## config.mk

```make
export PLATFORM = sky130hd
export DESIGN_NAME = gecr_regs
export DESIGN_NICKNAME = d
export VERILOG_FILES = /design/src/design/gecr_pkg.sv /design/src/design/gecr_cmd_pulse.sv /design/src/design/gecr_regs.sv
export SDC_FILE = /design/constraint.sdc
export NUM_CORES = 1
export LEC_CHECK = 0
export BUFFER_PORTS_ARGS = -buffer_cell sky130_fd_sc_hd__buf_4
export CORE_ASPECT_RATIO = 0.5
export CORE_UTILIZATION = 46
export DETAILED_ROUTE_END_ITERATION = 10
export GPL_TIMING_DRIVEN = 0
export PLACE_DENSITY = 0.8
export SYNTH_ARGS = -nofsm -noshare
export SYNTH_HDL_FRONTEND = slang
export SYNTH_SLANG_ARGS = --single-unit
```

## constraint.sdc

```tcl
create_clock -name clk_i -period 2.6 [get_ports clk_i]
set_input_delay 0.26 -clock clk_i [delete_from_list [all_inputs] [get_ports clk_i]]
set_output_delay 0.26 -clock clk_i [all_outputs]
set_load 0.02 [all_outputs]
```

## src/design/gecr_pkg.sv

```systemverilog
// Purpose: Shared constants for the gauge emulation and command register bank
// Assumes: 16-bit register addresses and 32-bit register data on the host port
// Notes: Command registers are one bit wide and read back as zero

package gecr_pkg;

  // ****************************************************************
  // Widths
  // ****************************************************************
  localparam int ADDR_W = 16;
  localparam int DATA_W = 32;
  localparam int BYTE_W = 8;
  localparam int CMD_N = 6;

  // ****************************************************************
  // Register offsets
  // ****************************************************************
  localparam logic [15:0] EMUL_CTRL_ADDR = 16'h7fe2;
  localparam logic [15:0] PREV_ITER_ADDR = 16'h7fe3;
  localparam logic [15:0] SLEEP_CMD_ADDR = 16'h7ff0;
  localparam logic [15:0] PROTECT_CMD_ADDR = 16'h7ff1;
  localparam logic [15:0] DEFAULTS_CMD_ADDR = 16'h7ff2;
  localparam logic [15:0] RESTART_CMD_ADDR = 16'h7ff3;
  localparam logic [15:0] CC_TOGGLE_CMD_ADDR = 16'h7ff4;
  localparam logic [15:0] CC_CLEAR_CMD_ADDR = 16'h7ff5;

  // ****************************************************************
  // Command slots, index into the command pulse bank
  // ****************************************************************
  localparam int CMD_SLEEP = 0;
  localparam int CMD_PROTECT = 1;
  localparam int CMD_DEFAULTS = 2;
  localparam int CMD_RESTART = 3;
  localparam int CMD_CC_TOGGLE = 4;
  localparam int CMD_CC_CLEAR = 5;

  // Offset of each command slot
  localparam logic [15:0] CMD_ADDR [CMD_N] = '{
    SLEEP_CMD_ADDR, PROTECT_CMD_ADDR, DEFAULTS_CMD_ADDR,
    RESTART_CMD_ADDR, CC_TOGGLE_CMD_ADDR, CC_CLEAR_CMD_ADDR
  };

  // ****************************************************************
  // Field positions and values
  // ****************************************************************
  localparam int EMUL_ON_BIT = 0;
  localparam int ITER_RUN_BIT = 1;
  localparam int ITER_DONE_BIT = 2;
  localparam int FETCH_BUSY_BIT = 3;
  localparam int FIRST_PEND_BIT = 4;
  localparam logic [7:0] CMD_GO = 8'h01;
  localparam logic [31:0] DATA_ZERO = 32'h0000_0000;

endpackage : gecr_pkg

```

## src/design/gecr_cmd_pulse.sv

```systemverilog
// Purpose: One self-clearing command register turned into an action pulse
// Assumes: Write strobe and data come from logic on the same clock
// Notes: Only the value 0x01 triggers; the stored value never reads back

`timescale 1ns/100ps

module gecr_cmd_pulse
  import gecr_pkg::*;
(
  input wire logic clk_i,
  input wire logic rst_i,
  input wire logic wr_hit_i,
  input wire logic [BYTE_W-1:0] wdata_i,
  output logic pulse_o
);

  // ****************************************************************
  // Decode
  // ****************************************************************
  // Accept only the go value, anything else is ignored
  wire logic go_w = wr_hit_i && (wdata_i == CMD_GO);

  // ****************************************************************
  // Command register
  // ****************************************************************
  // Holds for one cycle then falls back to zero on its own
  always_ff @(posedge clk_i or posedge rst_i) begin
    if (rst_i) begin
      pulse_o <= 1'b0;
    end else begin
      pulse_o <= go_w;
    end
  end

endmodule : gecr_cmd_pulse

```

## src/design/gecr_regs.sv

```systemverilog
// Purpose: Emulated gauge status bits and self-clearing command registers
// Assumes: Register port driven by the serial protocol engine on clk_i
// Notes: Gauge-side handshakes arrive as same-clock levels and pulses

`timescale 1ns/100ps

module gecr_regs
  import gecr_pkg::*;
(
  input wire logic clk_i,
  input wire logic rst_i,
  input wire logic reg_wr_i,
  input wire logic reg_rd_i,
  input wire logic [ADDR_W-1:0] reg_addr_i,
  input wire logic [DATA_W-1:0] reg_wdata_i,
  input wire logic gauge_output_fetch_i,
  input wire logic gauge_input_xfer_i,
  input wire logic gauge_iter_running_i,
  input wire logic gauge_iter_done_i,
  input wire logic gauge_iter_capture_i,
  input wire logic [DATA_W-1:0] gauge_iteration_counter_i,
  output logic [DATA_W-1:0] reg_rdata_o,
  output logic reg_rvalid_o,
  output logic emulated_gauge_on_o,
  output logic gauge_output_fetch_busy_o,
  output logic first_input_pending_o,
  output logic sleep_entry_o,
  output logic protective_state_o,
  output logic restore_defaults_o,
  output logic unit_restart_cmd_o,
  output logic charge_counter_clear_cmd_o,
  output logic charge_counter_running_o
);

  // ****************************************************************
  // Address decode
  // ****************************************************************
  // Write and read hits per register
  wire logic wr_emul_w = reg_wr_i && (reg_addr_i == EMUL_CTRL_ADDR);
  wire logic rd_emul_w = reg_addr_i == EMUL_CTRL_ADDR;
  wire logic rd_iter_w = reg_addr_i == PREV_ITER_ADDR;
  wire logic [BYTE_W-1:0] wbyte_w = reg_wdata_i[BYTE_W-1:0];
  wire logic [CMD_N-1:0] cmd_pulse_w;

  // ****************************************************************
  // Command registers
  // ****************************************************************
  // One self-clearing register per command slot
  genvar gi;
  generate
    for (gi = 0; gi < CMD_N; gi = gi + 1) begin : g_cmd
      gecr_cmd_pulse u_cmd (
        .clk_i(clk_i),
        .rst_i(rst_i),
        .wr_hit_i(reg_wr_i && (reg_addr_i == CMD_ADDR[gi])),
        .wdata_i(wbyte_w),
        .pulse_o(cmd_pulse_w[gi])
      );
    end
  endgenerate

  // Commands routed to the unit, each one clock wide
  assign sleep_entry_o = cmd_pulse_w[CMD_SLEEP];
  assign protective_state_o = cmd_pulse_w[CMD_PROTECT];
  assign restore_defaults_o = cmd_pulse_w[CMD_DEFAULTS];
  assign unit_restart_cmd_o = cmd_pulse_w[CMD_RESTART];
  assign charge_counter_clear_cmd_o = cmd_pulse_w[CMD_CC_CLEAR];

  // ****************************************************************
  // Emulation control
  // ****************************************************************
  // Restart and restore defaults both drop back to configuration default
  wire logic cfg_reset_w = cmd_pulse_w[CMD_RESTART] || cmd_pulse_w[CMD_DEFAULTS];
  wire logic emul_go_w = wr_emul_w && (wbyte_w == CMD_GO);
  logic emul_on_d;
  logic emul_on_q;

  // Any low byte but 0x01 turns emulation off
  always_comb begin
    emul_on_d = emul_on_q;
    if (cfg_reset_w) begin
      emul_on_d = 1'b0;
    end else if (wr_emul_w) begin
      emul_on_d = emul_go_w;
    end
  end

  always_ff @(posedge clk_i or posedge rst_i) begin
    if (rst_i) begin
      emul_on_q <= 1'b0;
    end else begin
      emul_on_q <= emul_on_d;
    end
  end

  assign emulated_gauge_on_o = emul_on_q;

  // ****************************************************************
  // First-input-pending flag
  // ****************************************************************
  // Turn-on event: off now, on next cycle
  wire logic emul_rise_w = emul_on_d && !emul_on_q;
  logic first_pend_d;
  logic first_pend_q;

  // Set on turn-on beats the clear; off forces zero
  always_comb begin
    first_pend_d = first_pend_q;
    if (!emul_on_d) begin
      first_pend_d = 1'b0;
    end else if (emul_rise_w) begin
      first_pend_d = 1'b1;
    end else if (gauge_input_xfer_i) begin
      first_pend_d = 1'b0;
    end
  end

  always_ff @(posedge clk_i or posedge rst_i) begin
    if (rst_i) begin
      first_pend_q <= 1'b0;
    end else begin
      first_pend_q <= first_pend_d;
    end
  end

  assign first_input_pending_o = first_pend_q;

  // ****************************************************************
  // Output fetch busy flag
  // ****************************************************************
  // Follows the fetch in progress, zero while emulation is off
  logic fetch_busy_q;

  always_ff @(posedge clk_i or posedge rst_i) begin
    if (rst_i) begin
      fetch_busy_q <= 1'b0;
    end else begin
      fetch_busy_q <= emul_on_d && gauge_output_fetch_i;
    end
  end

  assign gauge_output_fetch_busy_o = fetch_busy_q;

  // ****************************************************************
  // Previous iteration count
  // ****************************************************************
  // Captured when an iteration's counter is handed over
  logic [DATA_W-1:0] prev_iter_q;

  always_ff @(posedge clk_i or posedge rst_i) begin
    if (rst_i) begin
      prev_iter_q <= DATA_ZERO;
    end else if (gauge_iter_capture_i) begin
      prev_iter_q <= gauge_iteration_counter_i;
    end
  end

  // ****************************************************************
  // Charge counter run state
  // ****************************************************************
  // Toggle flips the run state; restart stops counting
  logic cc_run_d;
  logic cc_run_q;

  always_comb begin
    cc_run_d = cc_run_q;
    if (cmd_pulse_w[CMD_RESTART]) begin
      cc_run_d = 1'b0;
    end else if (cmd_pulse_w[CMD_CC_TOGGLE]) begin
      cc_run_d = !cc_run_q;
    end
  end

  always_ff @(posedge clk_i or posedge rst_i) begin
    if (rst_i) begin
      cc_run_q <= 1'b0;
    end else begin
      cc_run_q <= cc_run_d;
    end
  end

  assign charge_counter_running_o = cc_run_q;

  // ****************************************************************
  // Read path
  // ****************************************************************
  // Status word; iteration flags are gated by the enable as well
  logic [DATA_W-1:0] status_w;

  always_comb begin
    status_w = DATA_ZERO;
    status_w[EMUL_ON_BIT] = emul_on_q;
    status_w[ITER_RUN_BIT] = emul_on_q && gauge_iter_running_i;
    status_w[ITER_DONE_BIT] = emul_on_q && gauge_iter_done_i;
    status_w[FETCH_BUSY_BIT] = emul_on_q && fetch_busy_q;
    status_w[FIRST_PEND_BIT] = emul_on_q && first_pend_q;
  end

  // Command and unmapped offsets read as zero
  wire logic [DATA_W-1:0] rdata_w = rd_emul_w ? status_w :
                                    rd_iter_w ? prev_iter_q : DATA_ZERO;

  always_ff @(posedge clk_i or posedge rst_i) begin
    if (rst_i) begin
      reg_rdata_o <= DATA_ZERO;
      reg_rvalid_o <= 1'b0;
    end else begin
      reg_rdata_o <= reg_rd_i ? rdata_w : DATA_ZERO;
      reg_rvalid_o <= reg_rd_i;
    end
  end

endmodule : gecr_regs

```

# Word level (Yosys, flattened, before mapping)
# Index checks and enable logic that the tools add are counted.
[word_totals]
regBits = 75
elab_cells = 57
[classes]
n_eq_ne = 10
n_mux = 10
n_reduce_logical = 24
[ops]
columns = ["cell", "count"]
rows = [
  ["equality test 16 x 15 -> 1 bit (second input constant)", 8],
  ["two-way mux 32 bit", 3],
  ["logical AND 1 bit", 20],
  ["equality test 8 x 1 -> 1 bit (second input constant)", 1],
  ["two-way mux 1 bit", 7],
  ["!= test 3 x 2 -> 1 bit (second input constant)", 1],
  ["logical NOT 1 bit", 2],
  ["nonzero test 2 bit", 1],
  ["logical OR 1 bit", 1],
]

# Longest topological paths before layout
[logic_depth]
depth_word = 8
ltp_mapped = 5

# Modules after synthesis
# From an unflattened synthesis, not the netlist that was laid out.
[unflattened]
hier_cells = 212
area_unflattened_um2 = 2944.1
[by_module_without_submodules]
columns = ["module", "instances", "cells_each", "area_per_inst_um2"]
rows = [
  ["gecr_regs", 1, 182, 2583.7],
  ["gecr_cmd_pulse", 6, 5, 60.1],
]

# Worst setup path before layout
# OpenSTA, ideal clock, no wires.
[synth_path]
path_kind = "input to register"
startpoint = "input port reg_addr_i[3]"
endpoint = "register reg_rdata_o[2]"
arrival_time_ns = 1.693
t_required_ns = 2.533
slack_ns = 0.841
stages = 5
path_buffers = 1
path_cell_list = "or3b_1 -> or4_4 -> nor3_4 -> buf_6 -> a22o_1"
[synth_via]
elab_chain_cells = 4
word_cells_on_any_way = 5
[synth_lines]
columns = ["element", "line", "source"]
rows = [
  ["start, declared", "gecr_regs.sv:14", "input wire logic [ADDR_W-1:0] reg_addr_i,"],
  ["equality test 16 x 15 -> 1 bit", "gecr_regs.sv:41", "wire logic rd_iter_w = reg_addr_i == PREV_ITER_ADDR;"],
  ["two-way mux 32 bit", "gecr_regs.sv:201", "rd_iter_w ? prev_iter_q : DATA_ZERO;"],
  ["two-way mux 32 bit (*)", "gecr_regs.sv:200", "wire logic [DATA_W-1:0] rdata_w = rd_emul_w ? status_w :"],
  ["two-way mux 32 bit (*)", "gecr_regs.sv:208", "reg_rdata_o <= reg_rd_i ? rdata_w : DATA_ZERO;"],
  ["end signal, assigned", "gecr_regs.sv:208", ""],
  ["end, declared", "gecr_regs.sv:22", "output logic [DATA_W-1:0] reg_rdata_o,"],
]
# Every way passes the cells marked *; elsewhere a longest branch is shown, timed or not.
# A chain may end at the register's enable or synchronous reset.

# Worst setup path in the final report
[layout_path]
startpoint = "input port reg_addr_i[3]"
endpoint = "register reg_rdata_o[3]"
# The elaborated chain is that of the path after synthesis.

==> flow_summary.yaml <==
timing:
  worst_slack_ns: 0.8908
  max_freq_mhz: 585.1
  relSlewSlack_pct: 41.69
  hold-worst-slack_ns: 0.05142
  timing.setup.tns_ns: 0
  rsz0062_at_grt: "false"
  fin_crit_sh_pct: 65.74
  final-max-slew-violation-count: 0
  period_minus_slack_ns: 1.709
  worst_pin_slew_ns: 0.8746
  hold_viol_final: 0
  finClkSkew_ns: 0.004462
  setup_viol_count_final: 0
detailed_routing:
  first_pass_iters: 7
  wl_per_cell_um: 14.13
  drc: 10
  dr.first_iter.drc_count: 105
  drtAntennaViolNets: 0
  wl_um: 5356
  routed_via_density: 4.847
  vias: 1837
cells_and_area:
  instances_no_fill: 379
  layout-drive-gt1-share_pct: 42.81
  antenna_cells: 0
  num-fill-cells: 404
  layout.nets: 391
  area_growth_pct: 43.14
  seq_area_sq_um: 1877
  multi_input_area_sq_um: 805.8
yosys:
  synthTopCellsByArea: "dfrtp_1 68%, mux2_1 12%, and2_1 6.2%"
  ys_seq_area_share_pct: 68.34
  synth_top_area_cell: "dfrtp_1"
  syn_avg_cell_area_sq_um: 14.77
  synth_cells: 186
  yosysWarnings: 0
  synth_top_area_share_pct: 68.34
  yosys_register_bits: 75
  synthesis.area_sq_um: 2746
  synth_cell_type_count: 32
  syn_nets: 275
setup_path:
  endpoint_kind: "flop"
  arrival_ns: 1.97
  crit_type: "in2reg"
  cp_data_required_time_ns: 2.86
  path_max_fanout: 4
  crit_path_start_kind: "input pin"
cts:
  cts_root_buffer: "clkbuf_16"
  holdBufCountCts: 0
  post-cts-setup-buffer-count: 0
  htreeDepth: 3
  cts_tree: "yes"
  clock-sinks: 75
  cts_resized: 0
  clock_path_buffers: 2
  clkSlewWorstSetupHoldPaths_ns: 0.05
  numCtsBuffers: 9
  clock_latency_ns: 0.33
floorplan:
  die_width_um: 111.3
  die_area_sq_um: 6302
  fp-row-count: 19
  start_util_pct: 48.95
  coreArea_sq_um: 5610
  die_h_um: 56.64
  boundaryPins: 131
pwr:
  vdd_ir_drop_max_mv: 0.3089
  power.internal_mw: 2.104
  seqPwrFrac_pct: 47.1
  pwr-share-comb_pct: 6.4
  power_density_nw_per_um2: 670.2
  switchingPower_uw: 531.1
  p_total_mw: 2.635
  p_leak_nw: 1.983
  clkPwrFrac_pct: 46.6
  p_sw_share_pct: 20.16
job:
  drv_cap: 0
placed_design:
  dp_slack_ns: 0.5662
  io_buffers: 105
  hpwl_um: 3902
  placed_cells: 364
  place_congestion: 0.7548
global_routing:
  grt_pass1_wl_um: 8728
  grt_pass1_vias: 1865
  grt_usage_pct: 18.69
  grt_overflow: 0
  grt_max_degree: 76
  antenna_found_initial: 0
outcome:
  violations: "design-rule violations"
  run_status: "finished, violations left"
min_path:
  worst_hold_path_type: "in2reg"
==> layout make-up <==
type | instances | area share, %
plain buffers | 7 | 1.241
clock buffers | 11 | 6.429
clock inverters | 4 | 1.273
inverters | 4 | 0.4456
multi-input cells | 100 | 20.50
flip-flops and latches | 75 | 47.74
well taps | 73 | 2.323
repair buffers | 105 | 20.05
==> routing by layer <==
layer | GRT usage [%] | share of wire (%)
met5 | 0 | 0
met3 | 6.371 | 5.5
met2 | 33.66 | 53
met1 | 20.86 | 40
met4 | 6.950 | 1.5
==> critical path: stages <==
cell    delay (ns)
buf_4         0.11
or3b_1        0.43
or4_4         0.56
nor4_2        0.40
a22o_1        0.21
==> stage by stage <==
step / cell area, sq um / utilization (%)
after floorplan: 2746 / -
after global placement: 3626 / 64.63
after detailed placement: 3628 / 64.67
after CTS: 3931 / 70.07
after global routing: 3931 / 70.07
final: 3931 / 70.07
==> cell usage after synthesis <==
library cell	instances
dfrtp_1	75
nor4_1	6
inv_1	3
nor2b_1	1
nand2_1	3
mux2_1	30
buf_6	3
inv_2	1
clkbuf_1	2
mux2_2	2
xnor2_1	1
nand4b_1	1
a21o_1	1
nand2b_1	1
nor2_1	4
nor3_1	3
o21ai_1	1
nor3_4	1
and4b_1	1
a21oi_1	3
or4bb_1	1
nand4_1	3
buf_1	2
a21boi_1	1
and3_1	1
or4_4	1
o21ai_0	1
nor4_2	1
and2_1	27
or2_2	1
or3b_1	1
a22o_1	3
==> placed cells by master, fill, tap and decap left out, drive strengths merged, types with 2 or more instances in the layout <==
| cell | Yosys | layout |
|---|---|---|
| buf | 5 | 110 |
| dfrtp | 75 | 75 |
| nand2 | 3 | 3 |
| a21oi | 3 | 3 |
| clkinvlp | 0 | 2 |
| o21ai | 2 | 2 |
| a22o | 3 | 3 |
| mux2 | 32 | 32 |
| inv | 4 | 4 |
| and2 | 27 | 27 |
| clkbuf | 2 | 13 |
| nor2 | 4 | 4 |
| nor4 | 7 | 7 |
| nor3 | 4 | 4 |
| nand4 | 3 | 3 |
==> path summary, 6_finish.rpt <==
check	startpoint	to	slack, ns	cells past startpoint
setup / recovery	reg_addr_i[3]	reg_rdata_o[3]$_DFF_PP0_	0.89	5
hold / removal	reg_rd_i	reg_rvalid_o$_DFF_PP0_	0.05	1
setup reg to reg	emulated_gauge_on_o$_DFF_PP0_	reg_rdata_o[3]$_DFF_PP0_	1.41	3
hold reg to reg	prev_iter_q[18]$_DFFE_PP0P_	reg_rdata_o[18]$_DFF_PP0_	0.47	1
max in group asynchronous	rst_i	prev_iter_q[13]$_DFFE_PP0P_	1.91	2
min in group asynchronous	rst_i	reg_rvalid_o$_DFF_PP0_	0.14	2
==> sequential cells by signal, summed over array words and instances (netlist names) <==
register	cells
prev_iter_q	32
reg_rvalid_o	1
charge_counter_running_o	1
first_input_pending_o	1
gauge_output_fetch_busy_o	1
g_cmd.u_cmd.pulse_o	6
reg_rdata_o	32
emulated_gauge_on_o	1
==> cell families after synthesis <==
group / count (synthesis) / share of synthesized area, %
DFF: 75 / 68.34
AOI/OAI and AO/OA: 10 / 2.414
muxes: 32 / 13.12
xor gates and xnor gates: 1 / 0.3190
and+or+nand+nor: 57 / 13.49
buffers and inverters: 11 / 2.323
==> power groups by stage <==
stage                     clock network (mW)  registers [mW]  logic [mW]
after floorplan                            0            1.25      0.0753
after global placement                     0            1.26       0.163
after detailed placement                   0            1.26       0.172
after CTS                               1.25            1.24       0.173
after global routing                    1.30            1.25       0.187
final                                   1.23            1.24       0.168
Power figures use the tool's default switching activity.
